--- src/core/loop_setpoint_pkg.sv ---
// Constants shared by the loop-current setpoint selector.
package loop_setpoint_pkg;
  // Register byte offsets on the AXI4-Lite bus.
  localparam logic [7:0] OFS_CTRL = 8'h00;
  localparam logic [7:0] OFS_DYN_MAP = 8'h04;
  localparam logic [7:0] OFS_LINK = 8'h08;
  localparam logic [7:0] OFS_LAYOUT = 8'h0C;
  localparam logic [7:0] OFS_URV = 8'h10;
  localparam logic [7:0] OFS_LRV = 8'h14;
  localparam logic [7:0] OFS_STATUS = 8'h18;
  localparam logic [7:0] OFS_MASK = 8'h1C;
  localparam logic [7:0] OFS_SETPOINT = 8'h20;
  // Device variables read at 0x40..0x54, dynamic ones at 0x60..0x6C.
  localparam logic [2:0] DV_PAGE = 3'h2;
  localparam logic [3:0] DYN_PAGE = 4'h6;
  // Reset values: dynamic slots take device variables 0,1,2,3.
  localparam logic [15:0] DYN_MAP_RST = 16'h3210;
  localparam logic [31:0] LINK_RST = 32'h0000_0001;
  localparam logic [31:0] LAYOUT_RST = 32'h0000_0000;
  localparam logic [31:0] URV_RST = 32'h0000_FFFF;
  localparam logic [31:0] LRV_RST = 32'h0000_0000;
  // Layout register field positions.
  localparam int LAY_INPUT_BIT = 16;
  localparam int LAY_TYPE_LSB = 17;
  localparam int LAY_ORDER_LSB = 19;
  localparam int LAY_DV_LSB = 21;
  // Link register field positions.
  localparam int LINK_BAUD_LSB = 8;
  localparam int LINK_PAR_LSB = 12;
  // Status bit positions.
  localparam int ST_FETCH = 0;
  localparam int ST_SAT_HI = 1;
  localparam int ST_SAT_LO = 2;
  localparam int ST_FAULT = 3;
  // Loop currents in microamps.
  localparam logic [15:0] UA_ZERO = 16'h0FA0;
  localparam logic [15:0] UA_SPAN = 16'h3E80;
  localparam logic [15:0] UA_FULL = 16'h4E20;
  localparam logic [15:0] UA_SAT_HI = 16'h5140;
  localparam logic [15:0] UA_SAT_LO = 16'h0ED8;
  localparam logic [15:0] UA_ALM_HI = 16'h54F6;
  localparam logic [15:0] UA_ALM_LO = 16'h0EA6;
  localparam logic [15:0] UA_FIXED = 16'h0FA0;
  // Shift-subtract divider length and bus responses.
  localparam logic [5:0] DIV_STEPS = 6'h2E;
  localparam logic [1:0] RESP_OKAY = 2'h0;
  localparam logic [1:0] RESP_SLVERR = 2'h2;
  // Setpoint calculation sequencer states.
  typedef enum logic [1:0] {
    CALC_IDLE = 2'b00,
    CALC_DIV = 2'b01,
    CALC_DONE = 2'b10
  } calc_state_type;
endpackage

--- src/core/loop_current_setpoint_select.sv ---
// Loop-current setpoint selector with AXI4-Lite registers.
// Functional notes
// - Poll instrument as master, serve data upward.
// - Fetched register lands in device variable 0-5.
// - Any device variable feeds any dynamic slot.
// - Hold link and data layout settings.
// - Primary variable scales onto 4-20 mA.
// - Compare primary variable to limits continuously.
// - Upper limit gives 20.000 mA.
// - Lower limit gives 4.000 mA.
// - Above upper limit gives 20.800 mA.
// - Below lower limit gives 3.800 mA.
// - Fault gives 21.750 or 3.750 mA.
// - Non-zero polling address holds 4.000 mA.
// - Switch off selects high, on selects low.
// - Polling address resets to zero.
`timescale 1ns/1ps
module loop_current_setpoint_select
  import loop_setpoint_pkg::*;
#(
  parameter int NUM_DV = 6
) (
  // Clock and synchronous active-low reset.
  input wire logic i_ref_clk,
  input wire logic i_rst_n,
  // AXI4-Lite write channels.
  input wire logic [7:0] i_awaddr,
  input wire logic i_awvalid,
  output logic o_awready,
  input wire logic [31:0] i_wdata,
  input wire logic [3:0] i_wstrb,
  input wire logic i_wvalid,
  output logic o_wready,
  output logic [1:0] o_bresp,
  output logic o_bvalid,
  input wire logic i_bready,
  // AXI4-Lite read channels.
  input wire logic [7:0] i_araddr,
  input wire logic i_arvalid,
  output logic o_arready,
  output logic [31:0] o_rdata,
  output logic [1:0] o_rresp,
  output logic o_rvalid,
  input wire logic i_rready,
  // Word fetched by the serial polling engine, and fault flag.
  input wire logic i_fetch_valid,
  input wire logic [31:0] i_fetch_word,
  input wire logic i_fault,
  // Alarm selection switch pin, high when turned on.
  input wire logic i_alarm_level_switch,
  // Settings handed to the serial polling engine.
  output logic [7:0] o_mb_slave_addr,
  output logic [3:0] o_mb_baud_sel,
  output logic [1:0] o_mb_parity,
  output logic [15:0] o_mb_reg_addr,
  output logic o_mb_reg_input,
  output logic [1:0] o_mb_data_type,
  output logic [1:0] o_mb_byte_order,
  // Loop setpoint in microamps and interrupt.
  output logic [15:0] o_setpoint_ua,
  output logic o_irq
);

  // Configuration registers.
  logic [5:0] poll_addr_reg; // Polling (short) address.
  logic [15:0] dyn_map_reg; // Four 4-bit device variable selectors.
  logic [31:0] link_reg; // Slave address, baud select, parity.
  logic [31:0] layout_reg; // Register address, kind, type, order.
  logic [31:0] urv_reg; // Upper range value.
  logic [31:0] lrv_reg; // Lower range value.
  logic [3:0] status_reg; // Sticky event bits.
  logic [3:0] mask_reg; // Interrupt enables.
  logic [31:0] dv_reg [NUM_DV]; // Device variable values.
  logic [31:0] dyn_val [4]; // Dynamic variable values.

  // Bus slave state.
  logic aw_have_reg; // Write address captured.
  logic w_have_reg; // Write data captured.
  logic [7:0] aw_addr_reg; // Captured write address.
  logic [31:0] w_data_reg; // Captured write data.
  logic [3:0] w_strb_reg; // Captured byte enables.
  logic [1:0] bresp_reg; // Write response code.
  logic bvalid_reg; // Write response pending.
  logic rvalid_reg; // Read response pending.
  logic [31:0] rdata_reg; // Read data.
  logic [1:0] rresp_reg; // Read response code.

  // Switch synchroniser and fault edge tracking.
  logic sw_meta_reg; // First flop, read only by sw_reg.
  logic sw_reg; // Synchronised switch level.
  logic fault_d_reg; // Fault delayed for edge detection.

  // Setpoint calculation.
  calc_state_type state_reg; // Sequencer state.
  logic [31:0] snap_pv_reg; // Primary variable snapshot.
  logic snap_hi_reg; // Snapshot is above upper limit.
  logic snap_lo_reg; // Snapshot is below lower limit.
  logic [32:0] rem_reg; // Partial remainder.
  logic [45:0] num_reg; // Dividend, shifted out MSB first.
  logic [31:0] span_reg; // Divisor, upper minus lower limit.
  logic [15:0] quo_reg; // Quotient bits.
  logic [5:0] cnt_reg; // Steps remaining.
  logic [15:0] scaled_reg; // Last in-range or saturated current.
  logic [15:0] setpoint_reg; // Current setpoint.

  // Byte-lane merge of a write into a stored word.
  function automatic logic [31:0] merge(input logic [31:0] old_v,
                                        input logic [31:0] new_v,
                                        input logic [3:0] strb);
    logic [31:0] res;
    res = old_v;
    for (int b = 0; b < 4; b++) begin
      if (strb[b]) begin
        res[8*b +: 8] = new_v[8*b +: 8];
      end
    end
    return res;
  endfunction

  // Write decode: fires once both channels are held and no answer waits.
  wire do_wr = aw_have_reg && w_have_reg && !bvalid_reg;
  wire [7:0] wa = aw_addr_reg;
  wire wr_ctrl = do_wr && (wa == OFS_CTRL);
  wire wr_dyn = do_wr && (wa == OFS_DYN_MAP);
  wire wr_link = do_wr && (wa == OFS_LINK);
  wire wr_lay = do_wr && (wa == OFS_LAYOUT);
  wire wr_urv = do_wr && (wa == OFS_URV);
  wire wr_lrv = do_wr && (wa == OFS_LRV);
  wire wr_mask = do_wr && (wa == OFS_MASK);
  wire wr_hit = (wa == OFS_CTRL) || (wa == OFS_DYN_MAP) ||
                (wa == OFS_LINK) || (wa == OFS_LAYOUT) ||
                (wa == OFS_URV) || (wa == OFS_LRV) || (wa == OFS_MASK);
  // Selector word after the lane merge; only its low half is stored.
  wire [31:0] dyn_merge = merge({16'h0, dyn_map_reg}, w_data_reg,
                                w_strb_reg);

  // Read decode, with device and dynamic variable pages.
  wire rd_take = i_arvalid && !rvalid_reg;
  wire dv_page = (i_araddr[7:5] == DV_PAGE) &&
                 ({29'h0, i_araddr[4:2]} < NUM_DV);
  wire dyn_page = (i_araddr[7:4] == DYN_PAGE);
  wire rd_status = rd_take && (i_araddr == OFS_STATUS);
  logic [31:0] rd_word;
  logic rd_hit;
  always_comb begin
    rd_hit = 1'b1;
    rd_word = 32'h0000_0000;
    if (dv_page) begin
      rd_word = dv_reg[i_araddr[4:2]];
    end else if (dyn_page) begin
      rd_word = dyn_val[i_araddr[3:2]];
    end else begin
      case (i_araddr)
        OFS_CTRL: rd_word = {26'h0, poll_addr_reg};
        OFS_DYN_MAP: rd_word = {16'h0, dyn_map_reg};
        OFS_LINK: rd_word = link_reg;
        OFS_LAYOUT: rd_word = layout_reg;
        OFS_URV: rd_word = urv_reg;
        OFS_LRV: rd_word = lrv_reg;
        OFS_STATUS: rd_word = {28'h0, status_reg};
        OFS_MASK: rd_word = {28'h0, mask_reg};
        OFS_SETPOINT: rd_word = {16'h0, setpoint_reg};
        default: rd_hit = 1'b0;
      endcase
    end
  end

  // Fetched word reordered and sized per the data layout.
  wire [1:0] lay_type = layout_reg[LAY_TYPE_LSB +: 2];
  wire [1:0] lay_order = layout_reg[LAY_ORDER_LSB +: 2];
  wire [2:0] lay_dv = layout_reg[LAY_DV_LSB +: 3];
  logic [31:0] fetch_ord;
  always_comb begin
    case (lay_order)
      2'h1: fetch_ord = {i_fetch_word[15:0], i_fetch_word[31:16]};
      2'h2: fetch_ord = {i_fetch_word[23:16], i_fetch_word[31:24],
                         i_fetch_word[7:0], i_fetch_word[15:8]};
      2'h3: fetch_ord = {i_fetch_word[7:0], i_fetch_word[15:8],
                         i_fetch_word[23:16], i_fetch_word[31:24]};
      default: fetch_ord = i_fetch_word;
    endcase
  end
  wire [31:0] fetch_val = (lay_type == 2'h0) ?
                          {16'h0, fetch_ord[15:0]} : fetch_ord;

  // Device variables, each loaded when the target index names it.
  genvar g;
  generate
    for (g = 0; g < NUM_DV; g++) begin : g_dv
      always_ff @(posedge i_ref_clk) begin
        if (!i_rst_n) begin
          dv_reg[g] <= 32'h0000_0000;
        end else if (i_fetch_valid && ({29'h0, lay_dv} == g)) begin
          dv_reg[g] <= fetch_val;
        end
      end
    end
    for (g = 0; g < 4; g++) begin : g_dyn
      wire [3:0] sel = dyn_map_reg[4*g +: 4];
      assign dyn_val[g] = ({28'h0, sel} < NUM_DV) ?
                          dv_reg[sel[2:0]] : 32'h0000_0000;
    end
  endgenerate

  // Primary variable and settings toward the polling engine.
  wire [31:0] pv = dyn_val[0];
  assign o_mb_slave_addr = link_reg[7:0];
  assign o_mb_baud_sel = link_reg[LINK_BAUD_LSB +: 4];
  assign o_mb_parity = link_reg[LINK_PAR_LSB +: 2];
  assign o_mb_reg_addr = layout_reg[15:0];
  assign o_mb_reg_input = layout_reg[LAY_INPUT_BIT];
  assign o_mb_data_type = lay_type;
  assign o_mb_byte_order = lay_order;

  // Configuration register writes.
  always_ff @(posedge i_ref_clk) begin
    if (!i_rst_n) begin
      poll_addr_reg <= 6'h00;
      dyn_map_reg <= DYN_MAP_RST;
      link_reg <= LINK_RST;
      layout_reg <= LAYOUT_RST;
      urv_reg <= URV_RST;
      lrv_reg <= LRV_RST;
      mask_reg <= 4'h0;
    end else begin
      if (wr_ctrl) poll_addr_reg <= w_data_reg[5:0] & {6{w_strb_reg[0]}}
                                    | poll_addr_reg & {6{!w_strb_reg[0]}};
      if (wr_dyn) dyn_map_reg <= dyn_merge[15:0];
      if (wr_link) link_reg <= merge(link_reg, w_data_reg, w_strb_reg);
      if (wr_lay) layout_reg <= merge(layout_reg, w_data_reg, w_strb_reg);
      if (wr_urv) urv_reg <= merge(urv_reg, w_data_reg, w_strb_reg);
      if (wr_lrv) lrv_reg <= merge(lrv_reg, w_data_reg, w_strb_reg);
      if (wr_mask) mask_reg <= w_data_reg[3:0] & {4{w_strb_reg[0]}}
                               | mask_reg & {4{!w_strb_reg[0]}};
    end
  end

  // Write channel capture and response.
  always_ff @(posedge i_ref_clk) begin
    if (!i_rst_n) begin
      aw_have_reg <= 1'b0;
      w_have_reg <= 1'b0;
      aw_addr_reg <= 8'h00;
      w_data_reg <= 32'h0000_0000;
      w_strb_reg <= 4'h0;
      bvalid_reg <= 1'b0;
      bresp_reg <= RESP_OKAY;
    end else begin
      if (i_awvalid && !aw_have_reg) begin
        aw_have_reg <= 1'b1;
        aw_addr_reg <= i_awaddr;
      end
      if (i_wvalid && !w_have_reg) begin
        w_have_reg <= 1'b1;
        w_data_reg <= i_wdata;
        w_strb_reg <= i_wstrb;
      end
      if (do_wr) begin
        aw_have_reg <= 1'b0;
        w_have_reg <= 1'b0;
        bvalid_reg <= 1'b1;
        bresp_reg <= wr_hit ? RESP_OKAY : RESP_SLVERR;
      end else if (bvalid_reg && i_bready) begin
        bvalid_reg <= 1'b0;
      end
    end
  end
  assign o_awready = !aw_have_reg;
  assign o_wready = !w_have_reg;
  assign o_bvalid = bvalid_reg;
  assign o_bresp = bresp_reg;

  // Read channel: one outstanding read, answered the next cycle.
  always_ff @(posedge i_ref_clk) begin
    if (!i_rst_n) begin
      rvalid_reg <= 1'b0;
      rdata_reg <= 32'h0000_0000;
      rresp_reg <= RESP_OKAY;
    end else if (rd_take) begin
      rvalid_reg <= 1'b1;
      rdata_reg <= rd_word;
      rresp_reg <= rd_hit ? RESP_OKAY : RESP_SLVERR;
    end else if (i_rready) begin
      rvalid_reg <= 1'b0;
    end
  end
  assign o_arready = !rvalid_reg;
  assign o_rvalid = rvalid_reg;
  assign o_rdata = rdata_reg;
  assign o_rresp = rresp_reg;

  // Switch pin synchroniser and fault edge register.
  always_ff @(posedge i_ref_clk) begin
    if (!i_rst_n) begin
      sw_meta_reg <= 1'b0;
      sw_reg <= 1'b0;
      fault_d_reg <= 1'b0;
    end else begin
      sw_meta_reg <= i_alarm_level_switch;
      sw_reg <= sw_meta_reg;
      fault_d_reg <= i_fault;
    end
  end

  // Sticky events; a new event wins over the clearing read.
  wire calc_end = (state_reg == CALC_DONE);
  wire [3:0] ev = {i_fault && !fault_d_reg, calc_end && snap_lo_reg,
                   calc_end && snap_hi_reg, i_fetch_valid};
  always_ff @(posedge i_ref_clk) begin
    if (!i_rst_n) begin
      status_reg <= 4'h0;
    end else begin
      status_reg <= (rd_status ? 4'h0 : status_reg) | ev;
    end
  end
  assign o_irq = |(status_reg & mask_reg);

  // Sequencer: snapshot, divide, publish, repeat.
  wire [31:0] span = urv_reg - lrv_reg;
  wire [32:0] trial = {rem_reg[31:0], num_reg[45]};
  wire fits = trial >= {1'b0, span_reg};
  always_ff @(posedge i_ref_clk) begin
    if (!i_rst_n) begin
      state_reg <= CALC_IDLE;
      snap_pv_reg <= 32'h0000_0000;
      snap_hi_reg <= 1'b0;
      snap_lo_reg <= 1'b0;
      rem_reg <= 33'h0_0000_0000;
      num_reg <= 46'h0000_0000_0000;
      span_reg <= 32'h0000_0000;
      quo_reg <= 16'h0000;
      cnt_reg <= 6'h00;
      scaled_reg <= UA_ZERO;
    end else begin
      case (state_reg)
        CALC_IDLE: begin
          snap_pv_reg <= pv;
          snap_hi_reg <= pv > urv_reg;
          snap_lo_reg <= pv < lrv_reg;
          span_reg <= span;
          num_reg <= 46'((pv - lrv_reg) * 46'(UA_SPAN));
          rem_reg <= 33'h0_0000_0000;
          quo_reg <= 16'h0000;
          cnt_reg <= DIV_STEPS;
          state_reg <= CALC_DIV;
        end
        CALC_DIV: begin
          num_reg <= {num_reg[44:0], 1'b0};
          rem_reg <= fits ? trial - {1'b0, span_reg} : trial;
          quo_reg <= {quo_reg[14:0], fits};
          cnt_reg <= cnt_reg - 6'h01;
          if (cnt_reg == 6'h01 || span_reg == 32'h0000_0000) begin
            state_reg <= CALC_DONE;
          end
        end
        CALC_DONE: begin
          if (snap_hi_reg) begin
            scaled_reg <= UA_SAT_HI;
          end else if (snap_lo_reg) begin
            scaled_reg <= UA_SAT_LO;
          end else if (span_reg == 32'h0000_0000) begin
            scaled_reg <= UA_FULL;
          end else begin
            scaled_reg <= UA_ZERO + quo_reg;
          end
          state_reg <= CALC_IDLE;
        end
        default: state_reg <= CALC_IDLE;
      endcase
    end
  end

  // Output choice: fault alarm, fixed address current, then scaled.
  wire [15:0] alarm_ua = sw_reg ? UA_ALM_LO : UA_ALM_HI;
  wire [15:0] setpoint_next = i_fault ? alarm_ua :
                              (poll_addr_reg != 6'h00) ? UA_FIXED :
                              scaled_reg;
  always_ff @(posedge i_ref_clk) begin
    if (!i_rst_n) begin
      setpoint_reg <= UA_FIXED;
    end else begin
      setpoint_reg <= setpoint_next;
    end
  end
  assign o_setpoint_ua = setpoint_reg;
endmodule // loop_current_setpoint_select

--- config.mk ---
export PLATFORM = sky130hd
export DESIGN_NAME = loop_current_setpoint_select
export DESIGN_NICKNAME = d
export VERILOG_FILES = /design/src/core/loop_setpoint_pkg.sv /design/src/core/loop_current_setpoint_select.sv
export SDC_FILE = /design/constraint.sdc
export NUM_CORES = 2
export LEC_CHECK = 0
export BUFFER_PORTS_ARGS = -buffer_cell sky130_fd_sc_hd__buf_4
export CORE_UTILIZATION = 39
export CTS_CLUSTER_DIAMETER = 200
export DETAILED_ROUTE_END_ITERATION = 7
export MAX_ROUTING_LAYER = met4
export SLEW_MARGIN = 20
export SYNTH_ARGS = -nofsm -noshare
export SYNTH_HDL_FRONTEND = slang
export SYNTH_SLANG_ARGS = --single-unit
export TNS_END_PERCENT = 100
--- constraint.sdc ---
create_clock -name i_ref_clk -period 13.3 [get_ports i_ref_clk]
set_clock_uncertainty 0.15 [all_clocks]
set_input_delay 0.665 -clock i_ref_clk [delete_from_list [all_inputs] [get_ports i_ref_clk]]
set_output_delay 0.665 -clock i_ref_clk [all_outputs]
set_load 0.1 [all_outputs]
# ---- Word level (Yosys, flattened, before mapping)
# Memories as Yosys holds them, arrays and structs flattened. A register that Yosys moved wholly into a read port is not among the register bits.
# Cells that the tools add are included.
# W data, S select, Z words.
dict set report op_classes {
  n_reduce_logical 68
  muxes 68
  n_eq_ne 28
  multipliers 1
  n_lt_le_gt_ge 9
  n_addsub 5
  bitwise 16
}
# op n
set op_table {}
lappend op_table {{$mux W32} 16}
lappend op_table {{$pmux W32 S9} 1}
lappend op_table {{$pmux W32 S3} 1}
lappend op_table {{$pmux W46 S2} 1}
lappend op_table {{$mux W16} 5}
lappend op_table {{$bmux W32 S2} 1}
lappend op_table {{$pmux W32 S2} 1}
lappend op_table {{$sub A32 B32 Y32} 2}
lappend op_table {{$eq A8 B5 Y1 const B} 7}
lappend op_table {{$mul A46 B7 Y39 const B} 1}
lappend op_table {{$reduce_and A2 Y1} 18}
lappend op_table {{$ge A33 B32 Y1} 1}
lappend op_table {{$sub A32 B32 Y33} 1}
lappend op_table {{$eq A8 B4 Y1 const B} 4}
lappend op_table {{$gt A32 B32 Y1} 1}
lappend op_table {{$logic_not A32 Y1} 1}
lappend op_table {{$lt A32 B32 Y1} 1}
lappend op_table {{$pmux W16 S2} 1}
lappend op_table {{$mux W1} 26}
lappend op_table {{$logic_and A1 B1 Y1} 24}
lappend op_table {{$mux W3} 8}
lappend op_table {{$add A12 B16 Y16 const A} 1}
lappend op_table {{$eq A8 B3 Y1 const B} 2}
lappend op_table {{$logic_not A8 Y1} 2}
lappend op_table {{34 further kinds} 68}
dict set report totals {
  output_inout_bits 93
  reg_bits 413
  memories 1
  ram_bits 192
  word_cells 240
}
# memory depth width read_ports rd_ports_with_merged_regs write_ports line_no
set memory_table {}
lappend memory_table {dv_reg 6 32 5 4 6 loop_current_setpoint_select.sv:73} ;# logic [31:0] dv_reg [NUM_DV];

# ---- Longest topological paths before layout
dict set report logic_depth {
  depth_word 8
  mapped_depth 35
  ltp_nobuf 32
}

# ---- Worst setup path before layout
# OpenSTA, ideal clock, no wires.
dict set report synth_timing {
  path_kind {register to register}
  from {register with a tool-made name}
  to {register num_reg[42]}
  n_path_buf 3
  period_less_slack_ns 7.825
  arrival_time_ns 7.583
  path_stages_with_launch 35
  required_time_ns 13.058
  path_slack_ns 5.475
  path_cell_list {dfxtp_1 > buf_2 > buf_2 > mux4_2 > o211ai_1 > inv_1 > ha_1 > nor2b_1 > o21a_1 > o21ai_1 > a21oi_1 > nor2b_1 > nor2_1 > o21bai_1 > a21oi_1 > xnor2_1 > clkbuf_1 > xnor2_1 > ha_1 > a21oi_1 > fa_1 > fa_1 > fa_1 > inv_1 > ha_1 > a21oi_1 > o21bai_1 > a21o_1 > a21o_1 > a21oi_1 > o31ai_1 > a221oi_1 > o21ai_0 > mux2i_1 > o32ai_1}
}
# element line_no
set synth_lines {}
lappend synth_lines {{end signal, assigned} loop_current_setpoint_select.sv:341} ;# num_reg <= 46'((pv - lrv_reg) * 46'(UA_SPAN));
lappend synth_lines {{end signal, assigned} loop_current_setpoint_select.sv:348} ;# num_reg <= {num_reg[44:0], 1'b0};
lappend synth_lines {{end, declared} loop_current_setpoint_select.sv:99} ;# logic [45:0] num_reg;

==> impl_metrics.toml <==
[logic_synthesis]
synthFlopType = "dfxtp_1"
synth_area_um2 = 42900
synth-edff-count = 192
ys_ff_latch = 608
yosysWarnings = 0
syn_avg_cell_area_um2 = 9.14
syn_inst = 4690
yosysUniqueCellTypes = 93
ys_seq_area_share_pct = 32.9
yosys-top-cells-area = "dfxtp_1 (19%), edfxtp_1 (13%), mux4_2 (8.7%)"
yosysTopAreaCellShare_pct = 19.4
yosysTopAreaCell = "dfxtp_1"
ys_async_sr_fraction_pct = 0

[final_layout]
fillCellCount = 10400
syn_to_final_growth_pct = 11.7
multiInputGateArea_um2 = 26400
stdcell_count = 6169
drive_above_1_share_pct = 13.7
final_cell_mix = "nand2_1 (510), nor2_1 (477), dfxtp_1 (406)"
largest_reg_flops = 192
register_area_um2 = 14100
nets = 5100
final_common_cell = "nand2_1"

[clock_tree]
clock-sinks = 608
cts_tree = "built"
cts_root_buffer = "clkbuf_16"
cts_made_buffers = 73
htreeDepth = 3
cts_resized = 0
path_clk_slew_ps = 60
clk_latency_ps = 660
cts_buffer_depth = 3
cts_hold_buf = 0
post-cts-setup-buffer-count = 0

[timing]
min_period_over_period_pct = 71.6
fmaxAchievable_mhz = 105
max_slew.worst_pin.slew_ps = 1160
finalSetupTns_ps = 0
rsz0062_at_grt = "false"
finalHoldViolations = 0
finalSetupViolations = 0
relSlewSlack_pct = 22.0
period_minus_slack_ps = 9520
slew_violations = 0

[setup_path]
crit_fanout = 38
crit_family = "compound AO/OA/AOI/OAI gates"
cp-end-kind = "flip-flop"
crit_buf_inv = 5
setup.worst_path.class = "reg2reg"
worstSetupStartpointType = "flip-flop"
required_ps = 13710
slowest_stage = "buf_4"
cpPeakStageDelay_ps = 750
cp.arrival_ps = 9930

[grt]
grt-ovfl-total = 0
grt_use_total_pct = 26.6
first_global_vias = 34800
grt_pass1_wl_um = 219000
grt_antenna_before_repair = 2
grt_start_max_net_pins = 89

[die]
pin_count = 187
fp.dieH_um = 334
initial_utilization_pct = 39.4
num_rows = 121
coreArea_um2 = 109000
die_w_um = 334
die_area_um2 = 111000

[min_path]
min_path_type = "in2reg"

[detailed_routing]
drtPass1Iterations = 6
first_iter_violations = 3485
drc = 0
route.vias.total = 36300
routed_wirelength_um = 146000
final_antenna_net_count = 0
wl_per_cell_um = 23.6
viasPerCell = 5.89

[place]
port_buffers = 184
hpwl_um = 101000
dp_cells = 6037
gp_congestion = 0.946

[job]
cap_violations = 0

[status]
status = "complete, no violations"

[power]
p_per_area_nw_per_um2 = 240
leakagePower_nw = 19.1
ir_drop_uv = 281
## through the flow
step / instance area, µm² / setup slack (ps) / total power [mW] / utilization (%) / hold slack (ps)
CTS: 47900 / 3870 / 11.5 / 44.0 / 3.55
floorplan: 42900 / 5480 / 7.97 / - / 262
global placement: 45300 / 4020 / 9.26 / 41.6 / 275
finish: 47900 / 3780 / 11.5 / 44.0 / 44.3
global route: 47900 / 3130 / 12.5 / 44.0 / 31.1
detailed placement: 45300 / 3890 / 9.33 / 41.6 / 282
## routing by layer
metal	global-route usage, %	routed length [µm]	up-vias
li1	-	-	16800
met1	35.3	62100	17600
met2	40.6	65400	1566
met3	4.92	13100	301
met4	9.17	4950	0
met5	-	0	-
## power by group
group          total (mW)  switching (mW)  internal, mW
clock                2.16           0.847          1.31
sequential           2.19           0.118          2.07
combinational        7.14            3.98          3.16
total                11.5            4.95          6.54
## worst paths after layout
| check | from | endpoint | slack (ps) | cells past startpoint |
|---|---|---|---|---|
| setup / recovery | flip-flop | num_reg[42]$_SDFFE_PN0P_ | 3780 | 29 |
| hold / removal | i_rready | o_rvalid$_SDFFE_PN0P_ | 40 | 2 |
| setup reg to reg | flip-flop | num_reg[42]$_SDFFE_PN0P_ | 3780 | 29 |
| hold reg to reg | sw_meta_reg$_SDFF_PN0_ | sw_reg$_SDFF_PN0_ | 290 | 1 |
## logic make-up after synthesis
kind of cell / share of synthesized area [%]
AO/OA/AOI/OAI: 16.9
adder cells (fa/ha/maj): 11.1
AND/OR/NAND/NOR: 13.7
multiplexers: 15.9
XOR/XNOR: 3.55
other: 0.00875
buffers and inverters: 5.91
flip-flops: 32.9
## cells in the mapped netlist (all sizes together), types with 8 or more instances
library cell and instances:
nor2 485, nor4 17, a222oi 16, o21a 27, a211oi 88, nand2 514, o21bai 16, inv 298
nand4 25, or3 13, clkbuf 214, a21oi 359, a221oi 19, or2 16, nor3 46, o21ai 274
nand2b 38, ha 197, mux2i 278, and2 18, a21o 64, edfxtp 192, nor2b 34, buf 109
xnor2 109, a22o 20, o211a 14, xor2 54, mux4 166, o22ai 45, o2111ai 21, dfxtp 416
o31ai 8, nand3 120, o211ai 71, fa 111, a31oi 16, and3 23, a221o 8, mux2 27
a22oi 27
## area by class of cell
class                      count  share of cell area, %
multi-input combinational   3462                   55.1
sequential                   608                   29.5
clock buffer                  99                   4.41
timing repair buffer         255                   4.00
tap                         1414                   3.70
inverter                     298                   2.35
clock inverter                32                  0.904
antenna                        1                0.00523
## worst reg2reg max path, delay by kind of cell (launching register included)
kind            cells  cell delay (ps)
compound gates     12             2940
xor+xnor            1              490
fa+ha+maj           6             2640
buf+inv             5             1260
flops               1              710
mux                 2              790
simple gates        3              440
No activity file was read; power rests on OpenSTA's default activity.
